==> config.mk <==
export PLATFORM = sky130hd
export DESIGN_NAME = ihbp_port
export DESIGN_NICKNAME = d
export VERILOG_FILES = /design/src/ihbp_pkg.sv /design/src/ihbp_timer_if.sv /design/src/ihbp_fall_det.sv /design/src/ihbp_hold_timer.sv /design/src/ihbp_port.sv
export SDC_FILE = /design/constraint.sdc
export NUM_CORES = 1
export LEC_CHECK = 0
export BUFFER_PORTS_ARGS = -buffer_cell sky130_fd_sc_hd__buf_2
export CORE_ASPECT_RATIO = 0.7
export CORE_MARGIN = 2
export CORE_UTILIZATION = 30
export DETAILED_ROUTE_END_ITERATION = 10
export GPL_ROUTABILITY_DRIVEN = 0
export PLACE_DENSITY = 0.58
export RECOVER_POWER = 25
export SLEW_MARGIN = 20
export SYNTH_ARGS = -nofsm -noshare
export SYNTH_HDL_FRONTEND = slang
export SYNTH_HIERARCHICAL = 1
export SYNTH_SLANG_ARGS = --single-unit
==> constraint.sdc <==
create_clock -name sys_clk -period 4.2 [get_ports sys_clk]
set_input_delay 0.63 -clock sys_clk [delete_from_list [all_inputs] [get_ports sys_clk]]
set_output_delay 0.63 -clock sys_clk [all_outputs]
set_load 0.01 [all_outputs]
==> src/ihbp_pkg.sv <==
package ihbp_pkg;

  // register byte offsets on the apb side
  localparam logic [7:0] OFS_CONFIG   = 8'h00;
  localparam logic [7:0] OFS_MEM_BASE = 8'h04;
  localparam logic [7:0] OFS_IO_BASE  = 8'h08;
  localparam logic [7:0] OFS_RAM_PTR  = 8'h0C;
  localparam logic [7:0] OFS_STATUS   = 8'h10;
  localparam logic [7:0] OFS_ADDR     = 8'h14;

  // configuration field positions
  localparam int CFG_WIDE_BIT   = 7;
  localparam int CFG_DECODE_BIT = 5;
  localparam int CFG_WAIT_BIT   = 4;

  // widths of the host-side fields
  localparam int MEM_BASE_W = 9;
  localparam int IO_BASE_W  = 14;
  localparam int RAM_PTR_W  = 11;
  localparam int EVT_W      = 2;

  // reset values
  localparam logic            CFG_WIDE_RST   = 1'b0;
  localparam logic            CFG_DECODE_RST = 1'b0;
  localparam logic            CFG_WAIT_RST   = 1'b1;
  localparam logic [8:0]      MEM_BASE_RST   = 9'h1A0;
  localparam logic [13:0]     IO_BASE_RST    = 14'h00B8;
  localparam logic [10:0]     RAM_PTR_RST    = 11'h000;

  // data-port pointer steps
  localparam logic [10:0] STEP_WIDE   = 11'h002;
  localparam logic [10:0] STEP_NARROW = 11'h001;

  // timing
  localparam int CLK_MHZ             = 100;
  localparam int TX_LED_US           = 314;
  localparam int TX_LED_CYCLES       = TX_LED_US * CLK_MHZ;
  localparam int XTAL_DIV_DEF        = 5;
  localparam int READY_TICKS_LATER   = 3;
  localparam int READY_TICKS_EARLIER = 2;

  // strobe vector index
  localparam int STB_MEMR = 0;
  localparam int STB_MEMW = 1;
  localparam int STB_IOR  = 2;
  localparam int STB_IOW  = 3;
  localparam int STB_N    = 4;

  // apb slave state
  typedef enum logic [1:0] {
    APB_IDLE = 2'b01,
    APB_ACK  = 2'b10
  } ihbp_apb_st_t;

endpackage

==> src/ihbp_timer_if.sv <==
`timescale 1ns/1ps
interface ihbp_timer_if;
  logic start;
  logic tick;
  logic active;
  modport ctl (output start, output tick, input active);
  modport tmr (input start, input tick, output active);
endinterface

==> src/ihbp_fall_det.sv <==
`timescale 1ns/1ps
module ihbp_fall_det #(
  parameter int W = 4
) (
  // clock and reset
  input  wire logic         sys_clk,
  input  wire logic         rst,
  // strobes, active low
  input  wire logic [W-1:0] strobe_n,
  // one-cycle pulse on each falling edge
  output logic      [W-1:0] fall
);

  logic [W-1:0] prev_r;
  logic [W-1:0] prev_nxt;

  // idle strobes are high, so reset to high to avoid a false edge
  always_comb begin
    prev_nxt = strobe_n;
  end

  always_ff @(posedge sys_clk or posedge rst) begin
    if (rst) begin
      prev_r <= '1;
    end else begin
      prev_r <= prev_nxt;
    end
  end

  assign fall = prev_r & ~strobe_n;

endmodule

==> src/ihbp_hold_timer.sv <==
`timescale 1ns/1ps
module ihbp_hold_timer #(
  parameter int unsigned LEN = 2,
  parameter int unsigned W   = 16
) (
  // clock and reset
  input  wire logic     sys_clk,
  input  wire logic     rst,
  // start, tick and active
  ihbp_timer_if.tmr     t
);

  logic [W-1:0] cnt_r;
  logic [W-1:0] cnt_nxt;
  logic         act_r;
  logic         act_nxt;

  // a new start restarts the count, so the hold is never cut short
  always_comb begin
    cnt_nxt = cnt_r;
    act_nxt = act_r;
    if (t.start) begin
      cnt_nxt = W'(LEN);
      act_nxt = 1'b1;
    end else if (act_r && t.tick) begin
      cnt_nxt = cnt_r - W'(1);
      if (cnt_r == W'(1)) begin
        act_nxt = 1'b0;
      end
    end
  end

  always_ff @(posedge sys_clk or posedge rst) begin
    if (rst) begin
      cnt_r <= '0;
      act_r <= 1'b0;
    end else begin
      cnt_r <= cnt_nxt;
      act_r <= act_nxt;
    end
  end

  assign t.active = act_r;

endmodule

==> src/ihbp_port.sv <==
// Decided for this implementation: the placing of the registers and the APB interface to the registers.
`timescale 1ns/1ps
// Operation
// - earlier revision: decode-mode bit is stored but never alters memory decode
// - earlier revision: one level of status; later keeps a second pending level
// - data port is one location; pointer steps two per access in 16-bit mode
// - wait bit zero never negates ready; zero-wait output stays unconnected early
// - transmit led held active at least 314 us per indication
// - later revision: width detect sampled until first config write, low means 16-bit
// - width bit reads the detected default; a software write replaces it
// - later revision: wide memory select from unlatched address 19..11, or 19..17 with decode bit clear
// - later revision: wide io select from unlatched address 15..2
// - later revision: ready negated two to three crystal periods per access
// - later revision: address captured on falling edge of memory strobes
// - with latch enable tied high, split 8-bit cycles address correctly
module ihbp_port #(
  parameter bit          LATER_REV     = 1'b1,
  parameter int unsigned XTAL_DIV      = ihbp_pkg::XTAL_DIV_DEF,
  parameter int unsigned TX_LED_CYCLES = ihbp_pkg::TX_LED_CYCLES
) (
  // clock and reset
  input  wire logic                           sys_clk,
  input  wire logic                           rst,
  // apb slave
  input  wire logic                           psel,
  input  wire logic                           penable,
  input  wire logic                           pwrite,
  input  wire logic [7:0]                     paddr,
  input  wire logic [31:0]                    pwdata,
  output logic      [31:0]                    prdata,
  output logic                                pready,
  output logic                                pslverr,
  // host expansion bus
  input  wire logic [19:0]                    host_addr,
  input  wire logic                           addr_latch_en,
  input  wire logic                           aen,
  input  wire logic                           mem_rd_n,
  input  wire logic                           mem_wr_n,
  input  wire logic                           io_rd_n,
  input  wire logic                           io_wr_n,
  input  wire logic                           width_detect_n,
  output logic                                wide_memory_select_n,
  output logic                                wide_io_select_n,
  output logic                                bus_ready,
  output logic                                zero_wait_grant_n,
  // core side
  input  wire logic [ihbp_pkg::EVT_W-1:0]     status_evt,
  input  wire logic                           tx_evt,
  output logic                                tx_led_n,
  output logic      [ihbp_pkg::RAM_PTR_W-1:0] ram_ptr
);
  import ihbp_pkg::*;

  //////////////////////////////////////////////////////////////////////////////
  // declarations

  localparam int unsigned READY_TICKS = LATER_REV ? READY_TICKS_LATER : READY_TICKS_EARLIER;

  ihbp_apb_st_t          st_r, st_nxt;
  logic [31:0]           prdata_r, prdata_nxt;
  logic                  pslverr_r, pslverr_nxt;
  logic                  wide_r, wide_nxt;
  logic                  decode_r, decode_nxt;
  logic                  wait_r, wait_nxt;
  logic                  detect_win_r, detect_win_nxt;
  logic [MEM_BASE_W-1:0] mem_base_r, mem_base_nxt;
  logic [IO_BASE_W-1:0]  io_base_r, io_base_nxt;
  logic [RAM_PTR_W-1:0]  ptr_r, ptr_nxt;
  logic [EVT_W-1:0]      stat_r, stat_nxt;
  logic [EVT_W-1:0]      pend_r, pend_nxt;
  logic [19:0]           addr_r, addr_nxt;
  logic                  memsel_n_r, memsel_n_nxt;
  logic                  iosel_n_r, iosel_n_nxt;
  logic                  ready_r, ready_nxt;
  logic                  zws_n_r, zws_n_nxt;
  logic                  led_n_r, led_n_nxt;
  logic [15:0]           div_r, div_nxt;
  logic                  xtal_tick;

  logic                  acc_done;
  logic                  wr_done;
  logic                  rd_start;
  logic [31:0]           rd_val;
  logic                  rd_hit;
  logic [STB_N-1:0]      stb_n;
  logic [STB_N-1:0]      stb_fall;
  logic                  mem_hit_raw;
  logic                  io_hit_raw;
  logic                  mem_cycle;
  logic                  own_access;
  logic                  port_access;
  logic [EVT_W-1:0]      clr_mask;

  ihbp_timer_if ready_tif ();
  ihbp_timer_if led_tif ();

  //////////////////////////////////////////////////////////////////////////////
  // leaf instances

  assign stb_n = {io_wr_n, io_rd_n, mem_wr_n, mem_rd_n};

  ihbp_fall_det #(
    .W (STB_N)
  ) u_fall (
    .sys_clk  (sys_clk),
    .rst      (rst),
    .strobe_n (stb_n),
    .fall     (stb_fall)
  );

  // ready hold counts crystal ticks; the start phase takes off up to one period
  ihbp_hold_timer #(
    .LEN (READY_TICKS),
    .W   (4)
  ) u_ready (
    .sys_clk (sys_clk),
    .rst     (rst),
    .t       (ready_tif)
  );

  ihbp_hold_timer #(
    .LEN (TX_LED_CYCLES),
    .W   (24)
  ) u_led (
    .sys_clk (sys_clk),
    .rst     (rst),
    .t       (led_tif)
  );

  //////////////////////////////////////////////////////////////////////////////
  // crystal period enable from the system clock

  always_comb begin
    div_nxt = div_r + 16'h0001;
    if (div_r == 16'(XTAL_DIV - 1)) begin
      div_nxt = 16'h0000;
    end
  end

  assign xtal_tick = (div_r == 16'h0000);

  always_ff @(posedge sys_clk or posedge rst) begin
    if (rst) begin
      div_r <= 16'h0000;
    end else begin
      div_r <= div_nxt;
    end
  end

  //////////////////////////////////////////////////////////////////////////////
  // apb slave: one wait cycle, write lands at the pready edge

  assign rd_start = psel && penable && (st_r == APB_IDLE);
  assign acc_done = psel && penable && (st_r == APB_ACK);
  assign wr_done  = acc_done && pwrite;

  // read mux; reserved bits are zero
  always_comb begin
    rd_val = 32'h0000_0000;
    rd_hit = 1'b1;
    case (paddr)
      OFS_CONFIG: begin
        rd_val[CFG_WIDE_BIT]   = wide_r;
        rd_val[CFG_DECODE_BIT] = decode_r;
        rd_val[CFG_WAIT_BIT]   = wait_r;
      end
      OFS_MEM_BASE: rd_val[MEM_BASE_W-1:0] = mem_base_r;
      OFS_IO_BASE:  rd_val[IO_BASE_W-1:0]  = io_base_r;
      OFS_RAM_PTR:  rd_val[RAM_PTR_W-1:0]  = ptr_r;
      OFS_STATUS:   rd_val[2*EVT_W-1:0]    = {pend_r, stat_r};
      OFS_ADDR:     rd_val[19:0]           = addr_r;
      default:      rd_hit = 1'b0;
    endcase
  end

  always_comb begin
    st_nxt      = st_r;
    prdata_nxt  = prdata_r;
    pslverr_nxt = pslverr_r;
    case (st_r)
      APB_IDLE: begin
        if (rd_start) begin
          st_nxt      = APB_ACK;
          prdata_nxt  = pwrite ? 32'h0000_0000 : rd_val;
          pslverr_nxt = ~rd_hit;
        end
      end
      APB_ACK: begin
        st_nxt      = APB_IDLE;
        pslverr_nxt = 1'b0;
      end
      default: begin
        st_nxt      = APB_IDLE;
        pslverr_nxt = 1'b0;
      end
    endcase
  end

  always_ff @(posedge sys_clk or posedge rst) begin
    if (rst) begin
      st_r      <= APB_IDLE;
      prdata_r  <= 32'h0000_0000;
      pslverr_r <= 1'b0;
    end else begin
      st_r      <= st_nxt;
      prdata_r  <= prdata_nxt;
      pslverr_r <= pslverr_nxt;
    end
  end

  assign pready  = (st_r == APB_ACK);
  assign prdata  = prdata_r;
  assign pslverr = pslverr_r;

  //////////////////////////////////////////////////////////////////////////////
  // configuration, bases, pointer and status

  assign port_access = (stb_fall[STB_IOR] || stb_fall[STB_IOW]) && io_hit_raw
                       && (host_addr[1:0] == 2'b00);
  assign clr_mask = (wr_done && paddr == OFS_STATUS) ? pwdata[EVT_W-1:0] : '0;

  always_comb begin
    wide_nxt       = wide_r;
    decode_nxt     = decode_r;
    wait_nxt       = wait_r;
    detect_win_nxt = detect_win_r;
    mem_base_nxt   = mem_base_r;
    io_base_nxt    = io_base_r;
    ptr_nxt        = ptr_r;
    // detection window stays open until the first config write
    if (LATER_REV && detect_win_r && !width_detect_n) begin
      wide_nxt = 1'b1;
    end
    // host access to the data port steps the pointer
    if (port_access) begin
      ptr_nxt = ptr_r + (wide_r ? STEP_WIDE : STEP_NARROW);
    end
    if (wr_done) begin
      case (paddr)
        OFS_CONFIG: begin
          wide_nxt       = pwdata[CFG_WIDE_BIT];
          decode_nxt     = pwdata[CFG_DECODE_BIT];
          wait_nxt       = pwdata[CFG_WAIT_BIT];
          detect_win_nxt = 1'b0;
        end
        OFS_MEM_BASE: mem_base_nxt = pwdata[MEM_BASE_W-1:0];
        OFS_IO_BASE:  io_base_nxt  = pwdata[IO_BASE_W-1:0];
        OFS_RAM_PTR:  ptr_nxt      = pwdata[RAM_PTR_W-1:0];
        default: begin
        end
      endcase
    end
  end

  // events set, write-one clears; a set in the clear cycle wins
  always_comb begin
    stat_nxt = stat_r & ~clr_mask;
    pend_nxt = pend_r;
    if (LATER_REV) begin
      // a cleared bit reloads from its pending level
      stat_nxt = stat_nxt | (pend_r & clr_mask);
      pend_nxt = (pend_r & ~clr_mask) | (status_evt & stat_r & ~clr_mask);
    end
    // earlier revision: a second event merges into the single level
    stat_nxt = stat_nxt | status_evt;
  end

  always_ff @(posedge sys_clk or posedge rst) begin
    if (rst) begin
      wide_r       <= CFG_WIDE_RST;
      decode_r     <= CFG_DECODE_RST;
      wait_r       <= CFG_WAIT_RST;
      detect_win_r <= 1'b1;
      mem_base_r   <= MEM_BASE_RST;
      io_base_r    <= IO_BASE_RST;
      ptr_r        <= RAM_PTR_RST;
      stat_r       <= '0;
      pend_r       <= '0;
    end else begin
      wide_r       <= wide_nxt;
      decode_r     <= decode_nxt;
      wait_r       <= wait_nxt;
      detect_win_r <= detect_win_nxt;
      mem_base_r   <= mem_base_nxt;
      io_base_r    <= io_base_nxt;
      ptr_r        <= ptr_nxt;
      stat_r       <= stat_nxt;
      pend_r       <= pend_nxt;
    end
  end

  assign ram_ptr = ptr_r;

  //////////////////////////////////////////////////////////////////////////////
  // address capture and wide selects

  // later revision skips the latch so selects move with the raw address
  always_comb begin
    mem_hit_raw = LATER_REV ? (host_addr[19:11] == mem_base_r)
                            : (addr_r[19:11] == mem_base_r);
    if (LATER_REV && !decode_r) begin
      mem_hit_raw = (host_addr[19:17] == mem_base_r[8:6]);
    end
    io_hit_raw = !aen && (LATER_REV ? (host_addr[15:2] == io_base_r)
                                    : (addr_r[15:2] == io_base_r));
  end

  always_comb begin
    addr_nxt = addr_r;
    // only the earlier part follows the latch enable; later boards may tie it high
    if (!LATER_REV && addr_latch_en) begin
      addr_nxt = host_addr;
    end
    // memory strobes capture on their leading edge, latch enable or not
    if (LATER_REV && (stb_fall[STB_MEMR] || stb_fall[STB_MEMW])) begin
      addr_nxt = host_addr;
    end
    memsel_n_nxt = ~mem_hit_raw;
    iosel_n_nxt  = ~io_hit_raw;
  end

  always_ff @(posedge sys_clk or posedge rst) begin
    if (rst) begin
      addr_r     <= 20'h00000;
      memsel_n_r <= 1'b1;
      iosel_n_r  <= 1'b1;
    end else begin
      addr_r     <= addr_nxt;
      memsel_n_r <= memsel_n_nxt;
      iosel_n_r  <= iosel_n_nxt;
    end
  end

  assign wide_memory_select_n = memsel_n_r;
  assign wide_io_select_n     = iosel_n_r;

  //////////////////////////////////////////////////////////////////////////////
  // ready negation, zero-wait grant and transmit led

  assign mem_cycle  = !mem_rd_n || !mem_wr_n;
  assign own_access = ((stb_fall[STB_MEMR] || stb_fall[STB_MEMW]) && mem_hit_raw)
                      || ((stb_fall[STB_IOR] || stb_fall[STB_IOW]) && io_hit_raw);

  assign ready_tif.start = own_access && wait_r;
  assign ready_tif.tick  = xtal_tick;
  assign led_tif.start   = tx_evt;
  assign led_tif.tick    = 1'b1;

  always_comb begin
    ready_nxt = ~ready_tif.active;
    // the earlier grant fires on any memory cycle, so boards leave it open
    zws_n_nxt = LATER_REV ? ~(mem_cycle && mem_hit_raw && !wait_r)
                          : ~mem_cycle;
    led_n_nxt = ~led_tif.active;
  end

  always_ff @(posedge sys_clk or posedge rst) begin
    if (rst) begin
      ready_r <= 1'b1;
      zws_n_r <= 1'b1;
      led_n_r <= 1'b1;
    end else begin
      ready_r <= ready_nxt;
      zws_n_r <= zws_n_nxt;
      led_n_r <= led_n_nxt;
    end
  end

  assign bus_ready         = ready_r;
  assign zero_wait_grant_n = zws_n_r;
  assign tx_led_n          = led_n_r;

endmodule

==> results of run 1 <==
## power by group through the flow
stage	Sequential, uW	Clock [uW]	Combinational [uW]
floorplan	1430	0	133
global placement	1440	0	203
detailed placement	1440	0	206
CTS	1410	1660	207
global route	1420	1720	226
finish	1410	1620	202
## area by class of cell
type,count,share of cell area
multi-input combinational,434,0.387
clock inverter,13,0.0228
sequential,140,0.422
timing repair buffer,97,0.0581
tap,312,0.0467
inverter,21,0.00944
clock buffer,19,0.0530
antenna,1,0.000300
## synth_stat cells (9+ instances only)
master / instances
dfrtp_1: 121
mux2_2: 51
nor2_1: 34
nand2_1: 33
xor2_1: 29
xnor2_1: 28
o21ai_0: 24
inv_1: 21
a21oi_1: 19
dfstp_2: 19
nand3_1: 16
nor3_1: 15
nor4_1: 13
buf_4: 12
nand4_1: 12
a22o_1: 9
clkbuf_1: 9
## worst reg2reg max path: stages (launching register included)
cell     delay (ns)
dfrtp_1        0.42
inv_1          0.07
ha_1           0.13
or4b_2         0.57
nor4_1         0.66
nor2b_1        0.32
nand2_2        0.13
nor4_2         0.18
mux2_2         0.36
## sequential cells by signal, summed over array words and instances (netlist names), 2 cells and up
name           cells
u_led/cnt_r       24
addr_r            20
prdata            20
div_r             16
io_base_r         14
ram_ptr           11
mem_base_r         9
u_fall/prev_r      4
u_ready/cnt_r      4
pend_r             2
st_r               2
stat_r             2
## cell families after synthesis
group,Yosys count
AO/OA/AOI/OAI,92
XOR/XNOR,57
adder cells (fa/ha/maj),9
buffers and inverters,51
flip-flops,140
multiplexers,62
other,2
AND/OR/NAND/NOR,195
## stage by stage
| step | utilization | std cells | instance area, sq um | worst slack, ns | hold slack (ns) |
|---|---|---|---|---|---|
| 2_1_floorplan | - | 625 | 7000 | 0.806 | 0.409 |
| 3_3_place_gp | 0.341 | 1004 | 7730 | 1.18 | 0.439 |
| 3_5_place_dp | 0.341 | 1004 | 7730 | 1.17 | 0.453 |
| 4_1_cts | 0.369 | 1036 | 8360 | 1.25 | 0.127 |
| 5_1_grt | 0.368 | 1036 | 8350 | 0.734 | 0.140 |
| 6_report | 0.368 | 1037 | 8350 | 1.24 | 0.134 |
## worst paths after layout
check / from / to / cells after the start
min in group sys_clk: io_wr_n / u_fall/prev_r[3]$_DFF_PP1_ / 1
min: rst / u_ready/cnt_r[3]$_DFFE_PP0P_ / 2
max: div_r[0]$_DFF_PP0_ / u_ready/cnt_r[3]$_DFFE_PP0P_ / 8
max in group asynchronous: rst / ram_ptr[4]$_DFF_PP0_ / 2
min reg2reg: st_r[1]$_DFFE_PP0P_ / pslverr$_DFFE_PP0P_ / 1
max reg2reg: div_r[0]$_DFF_PP0_ / u_ready/cnt_r[3]$_DFFE_PP0P_ / 8
## routing by layer
| metal | up-vias | track usage |
|---|---|---|
| li1 | 2376 | - |
| met1 | 2496 | 0.233 |
| met2 | 136 | 0.203 |
| met3 | 15 | 0.0485 |
| met4 | 4 | 0.0512 |
| met5 | - | 0 |
==> impl_metrics.csv, run 1 <==
group,metric,value,unit
floorplan,die_x,186,um
final_layout,nets,795,
route,ant_nets,0,
route,top_layer,"met5",
sta,slew_headroom,-0.848,
synth,seq_area_frac_synth,0.508,
worst_setup_path,r2r_slack,1.24,ns
final_layout,final_common_cell,"dfrtp_1",
clock_network,numCtsBuffers,17,
synth,synth-compound-area-share,0.0898,
final_layout,syn_to_final_growth,20.4,%
synth,synth_fa_ha_area_frac,0.0173,
clock_network,postCtsSetupBuffers,0,
synth,synth_edf_count,0,
route,wl_met3,1.18,mm
power,power.internal,2480,uW
final_layout,drive_above_1_share,0.311,
clock_network,clock_latency,0.43,ns
clock_network,cts_sinks,140,
global_route,grt_antenna_before_repair,3,
synth,netlist_area,6940,sq um
worst_setup_path,end_kind,"flop",
synth,syn_area_per_cell,11.4,sq um
route,wl_met1,9.09,mm
synth,synthMuxAreaShare,0.104,
sta,setup_violations,0,
sta,skew,0.00897,ns
sta,period_share,0.705,
power,switchingPower,751,uW
global_route,grt_pass1_vias,4764,
synth,async_reset_ff_frac,1.00,
worst_setup_path,crit_path_max_fanout,5,
outcome,status,"finished, violations left",
worst_setup_path,crit_arrival,3.27,ns
worst_setup_path,cp-start-kind,"flop",
place,portBuffers,93,
synth,synth_top_family_by_area,"simple AND/OR/NAND/NOR gates",
route,detail_route.first_pass.iterations,5,
final_layout,fillers,2321,
clock_network,clock-root-buffer,"clkbuf_16",
sta,slew_viol_final,71,
outcome,violations,"max-capacitance violations, max-slew violations",
clock_network,clockBufferDepth,2,
power,p_total,3230,uW
route,num_vias,5027,
clock_network,htree_num_levels,4,
sta,tns,0,ns
route,routedWlPerCell,17.2,um
worst_setup_path,critical_path.cell_chain,"inv_1 > ha_1 > or4b_2 > nor4_1 > nor2b_1 > nand2_2 > nor4_2 > mux2_2",
synth,yosysTopAreaCell,"dfrtp_1",
sta,fmaxAchievable,338,MHz
power,vdd_drop_max,290,uV
synth,yosys_warnings,6,
synth,synth_top_area_frac,0.436,
synth,synth-main-ff-cell,"dfrtp_1",
synth,yosys.area_share.simple,0.171,
synth,synthXorXnorAreaFrac,0.0719,
floorplan,ios,125,
synth,ys_types,74,
place,hpwl,13.1,mm
worst_setup_path,critPathMaxStageDelay,0.66,ns
global_route,grt_max_degree,71,
floorplan,floorplan.initialDensity,0.306,
power,power_density,387,nW/um^2
worst_setup_path,cp_top_family,"simple AND/OR/NAND/NOR gates",
hold_path,hp-class,"in2async",
floorplan,die_h,131,um
floorplan,die_area,24400,sq um
final_layout,most-common-layout-cells,"121 x dfrtp_1, 88 x buf_2, 51 x mux2_2",
route,remaining_drc_errors,0,
route,drtIter0Drc,362,
worst_setup_path,cp.required,4.51,ns
sta,worst_pin_slew,2.77,ns
global_route,grt.total_usage,0.154,
final_layout,multi_input_area,3230,sq um
power,p_clk_frac,0.500,
worst_setup_path,criticalPathCategory,"reg2reg",
sta,hold_violations,0,
flow_run,cap_violations,1,
route,wl_met2,7.41,mm
sta,fin_crit,2.96,ns
floorplan,placeableCoreArea,22700,sq um
global_route,overflow,0,
power,pwr-share-comb,0.062,
sta,rsz0062_at_grt,"false",
global_route,grt_first_pass_wirelength,28.2,mm
synth,syn_inst,608,
route,vias_per_cell,4.85,
worst_setup_path,cp_slowest_cell,"nor4_1",
power,leakage,0.00368,uW
synth,synth-seq-cells,140,
synth,synth.area.top_cells,"dfrtp_1 44%, mux2_2 8.3%, dfstp_2 7.2%",
clock_network,cts_resized,0,
power,switching_share,0.232,
final_layout,seq_area,3530,sq um
route,wl,17.9,mm
power,power_frac_seq,0.438,
floorplan,row_count,46,
clock_network,clkSlewWorstSetupHoldPaths,0.06,ns
worst_setup_path,cp_num_buf_inv,1,
clock_network,cts_tree,"yes",
clock_network,hold_buffers,0,
Power figures use the tool's default switching activity.
==> run 2: changes to the inputs <==
--- a/config.mk
+++ b/config.mk
@@ -5,6 +5,7 @@
 export SDC_FILE = /design/constraint.sdc
 export NUM_CORES = 1
 export LEC_CHECK = 0
+export ABC_AREA = 1
 export BUFFER_PORTS_ARGS = -buffer_cell sky130_fd_sc_hd__buf_2
 export CORE_ASPECT_RATIO = 0.7
 export CORE_MARGIN = 2
==> constraint.sdc (replaced) <==
create_clock -name sys_clk -period 2.8 [get_ports sys_clk]
set_input_delay 0.42 -clock sys_clk [delete_from_list [all_inputs] [get_ports sys_clk]]
set_output_delay 0.42 -clock sys_clk [all_outputs]
set_load 0.01 [all_outputs]
==> run 2 against run 1 <==
  * Worst hold slack worse by 0.039 ns
  * Sequential cell count stayed put
  * Critical path type unchanged
  * Largest power group unchanged
  * Largest cell class unchanged
  * Cell count is 37% higher
  * The run still ends with max-capacitance violations, max-slew violations left
  * Critical endpoint is now u_ready/t.active$_DFFE_PP0P_
  * Setup slack worse by 0.67 ns
  * Highest routed layer is now met4
==> impl_metrics.csv, run 2 <==
group,metric,value,unit
outcome,status,"finished, violations left",
outcome,violations,"max-capacitance violations, max-slew violations",
final_layout,drive_above_1_share,0.202,
synth,syn_inst,984,
global_route,grt_pass1_vias,6190,
route,top_layer,"met4",
sta,worst_pin_slew,1.61,ns
clock_network,clockBufferDepth,2,
sta,rsz0062_at_grt,"false",
synth,yosys_warnings,6,
route,wl,21.3,mm
route,routedWlPerCell,14.9,um
worst_setup_path,cp_num_buf_inv,3,
worst_setup_path,crit_top_cell,"nand2_1",
synth,seq_area_frac_synth,0.462,
clock_network,clkSlewWorstSetupHoldPaths,0.06,ns
global_route,grt_first_pass_wirelength,34.2,mm
route,remaining_drc_errors,0,
route,wl_met3,1.74,mm
power,leakage,0.00455,uW
synth,yosysMostFrequentCell,"nand2_1",
final_layout,fillers,2579,
global_route,grt_antenna_before_repair,3,
flow_run,cap_violations,1,
sta,fin_ws,0.570,ns
clock_network,cts_sinks,140,
worst_setup_path,cp.required,3.11,ns
floorplan,floorplan.initialDensity,0.308,
clock_network,cts_tree,"yes",
final_layout,largest_register,"u_led/cnt_r",
worst_setup_path,end_kind,"flop",
sta,period_share,0.796,
power,power_density,572,nW/um^2
place,post-place-ws,0.542,ns
place,placed_area,8410,sq um
final_layout,largest_register_ffs,24,
floorplan,row_count,48,
route,detail_route.first_pass.iterations,5,
worst_setup_path,r2r_start,"io_base_r[7]$_DFFE_PP1P_",
worst_setup_path,cp_top_family,"simple AND/OR/NAND/NOR gates",
sta,fin_crit,2.23,ns
worst_setup_path,cp_slowest_cell,"dfstp_2",
sta,setup_violations,0,
clock_network,htree_num_levels,4,
synth,syn_area_per_cell,7.76,sq um
final_layout,design_area,9080,sq um
sta,slew_viol_final,31,
power,vdd_drop_max,414,uV
global_route,grt_max_degree,77,
final_layout,nets,1168,
worst_setup_path,crit_path_max_fanout,11,
synth,yosysTopAreaCell,"dfrtp_1",
place,hpwl,16.0,mm
clock_network,postCtsSetupBuffers,0,
worst_setup_path,worstSetupPathDepth,15,
worst_setup_path,crit_arrival,2.54,ns
synth,synth_common_cells,"271 x nand2_1, 147 x inv_1, 121 x dfrtp_1",
global_route,overflow,0,
sta,slew_headroom,-0.0763,
floorplan,die_h,138,um
power,p_total,5190,uW
clock_network,clock-root-buffer,"clkbuf_16",
final_layout,most-common-layout-cells,"271 x nand2_1, 146 x inv_1, 121 x dfrtp_1",
clock_network,clock_latency,0.43,ns
hold_path,hp-class,"in2reg",
sta,fmaxAchievable,449,MHz
synth,synth_top_area_frac,0.396,
place,portBuffers,93,
worst_setup_path,criticalPathCategory,"reg2reg",
synth,ys_types,48,
worst_setup_path,endpoint,"u_ready/t.active$_DFFE_PP0P_",
worst_setup_path,r2r_slack,0.57,ns
route,wl_met1,11.0,mm
final_layout,final_common_cell,"nand2_1",
worst_setup_path,worstSetupStartpoint,"io_base_r[7]$_DFFE_PP1P_",
clock_network,hold_buffers,1,
sta,hold_violations,0,
floorplan,placeableCoreArea,24800,sq um
worst_setup_path,cp-start-kind,"flop",
global_route,grt.total_usage,0.168,
synth,synth.area.top_cells,"dfrtp_1 40%, nand2_1 13%, inv_1 7.2%",
sta,skew,0.00865,ns
synth,netlist_area,7640,sq um
route,wl_met2,8.27,mm
route,drtIter0Drc,508,
floorplan,ios,125,
clock_network,cts_resized,0,
floorplan,die_x,195,um
worst_setup_path,r2r-end,"u_ready/t.active$_DFFE_PP0P_",
synth,synth-seq-cells,140,
route,vias_per_cell,4.60,
worst_setup_path,critPathMaxStageDelay,0.58,ns
final_layout,final_util,0.366,
route,num_vias,6549,
sta,tns,0,ns
synth,synth-main-ff-cell,"dfrtp_1",
route,ant_nets,0,
clock_network,numCtsBuffers,17,
worst_setup_path,critical_path.cell_chain,"inv_1 > nand2_1 > nand2_1 > nor2_1 > nand2_1 > nor2_2 > nand2_2 > nor2_4 > inv_1 > a21oi_1 > inv_1 > nand2_2 > nand3_1 > nand2_1 > nand2_1",
synth,async_reset_ff_frac,1.00,
synth,synth_edf_count,0,
final_layout,syn_to_final_growth,18.9,%
floorplan,die_area,26800,sq um
worst_setup_path,reg2reg_depth,15,
==> run 2: cell count changes after synthesis, sizes merged, moves of 8 or more <==
cell and change:
xor2 -19, nor2b -12, nand3 +49, nor2 +76, mux2 -52, a22oi -8
nand2b -8, o21ai +49, inv +144, nand2 +250, nor4 -12, xnor2 -22
==> run 2: worst min path at each step <==
stage / start / to / slack, ns / cells past startpoint
after floorplan: rst / u_ready/cnt_r[0]$_DFFE_PP0P_ / 0.20 / 1
after global placement: rst / u_ready/cnt_r[3]$_DFFE_PP0P_ / 0.40 / 2
after detailed placement: rst / u_ready/cnt_r[3]$_DFFE_PP0P_ / 0.40 / 2
after CTS: io_wr_n / u_fall/prev_r[3]$_DFF_PP1_ / 0.09 / 1
after global routing: io_rd_n / u_fall/prev_r[2]$_DFF_PP1_ / 0.09 / 1
final: io_wr_n / u_fall/prev_r[3]$_DFF_PP1_ / 0.1 / 1
==> run 2: layer usage <==
metal,up-vias,track usage
li1,3278,-
met1,3043,0.259
met2,213,0.228
met3,15,0.0384
met4,0,0.0504
met5,-,0
==> run 2: cell type report <==
type	count	area [sq um]	area share
Tap cell	325	407	0.0448
Clock inverter	12	216	0.0238
Multi-Input combinational cell	659	3330	0.366
Sequential cell	140	3530	0.389
Timing Repair Buffer	101	518	0.0571
Inverter	165	621	0.0684
Antenna cell	3	7.51	0.000827
Clock buffer	20	457	0.0503
==> run 2: stage by stage <==
stage	hold slack (ns)	cells
after floorplan	0.199	995
after global placement	0.401	1389
after detailed placement	0.400	1389
after CTS	0.0928	1422
after global routing	0.0933	1423
final	0.0953	1425
==> run 2: cells by family (layout without fill, tap and decap cells) <==
kind of cell / after synthesis / after routing / share of synthesized area
other cells: 2 / 16 / 0.000983
flops: 140 / 140 / 0.462
buf+inv: 196 / 298 / 0.109
compound gates: 120 / 120 / 0.0907
fa+ha+maj: 9 / 9 / 0.0157
xor+xnor: 16 / 16 / 0.0183
simple gates: 501 / 501 / 0.304
==> run 2: power breakdown <==
part / internal, uW / leakage [uW] / total (uW) / switching (uW)
clock network: 1710 / 0.000330 / 2600 / 888
logic: 128 / 0.00249 / 404 / 276
registers: 2120 / 0.00173 / 2180 / 60.7
total: 3960 / 0.00455 / 5190 / 1220
==> run 2: worst reg2reg max path, delay by kind of cell (launching register included) <==
family	cells	cell delay, ns
AO/OA/AOI/OAI	1	0.19
buffers and inverters	3	0.28
flip-flops	1	0.58
AND/OR/NAND/NOR	11	1.07
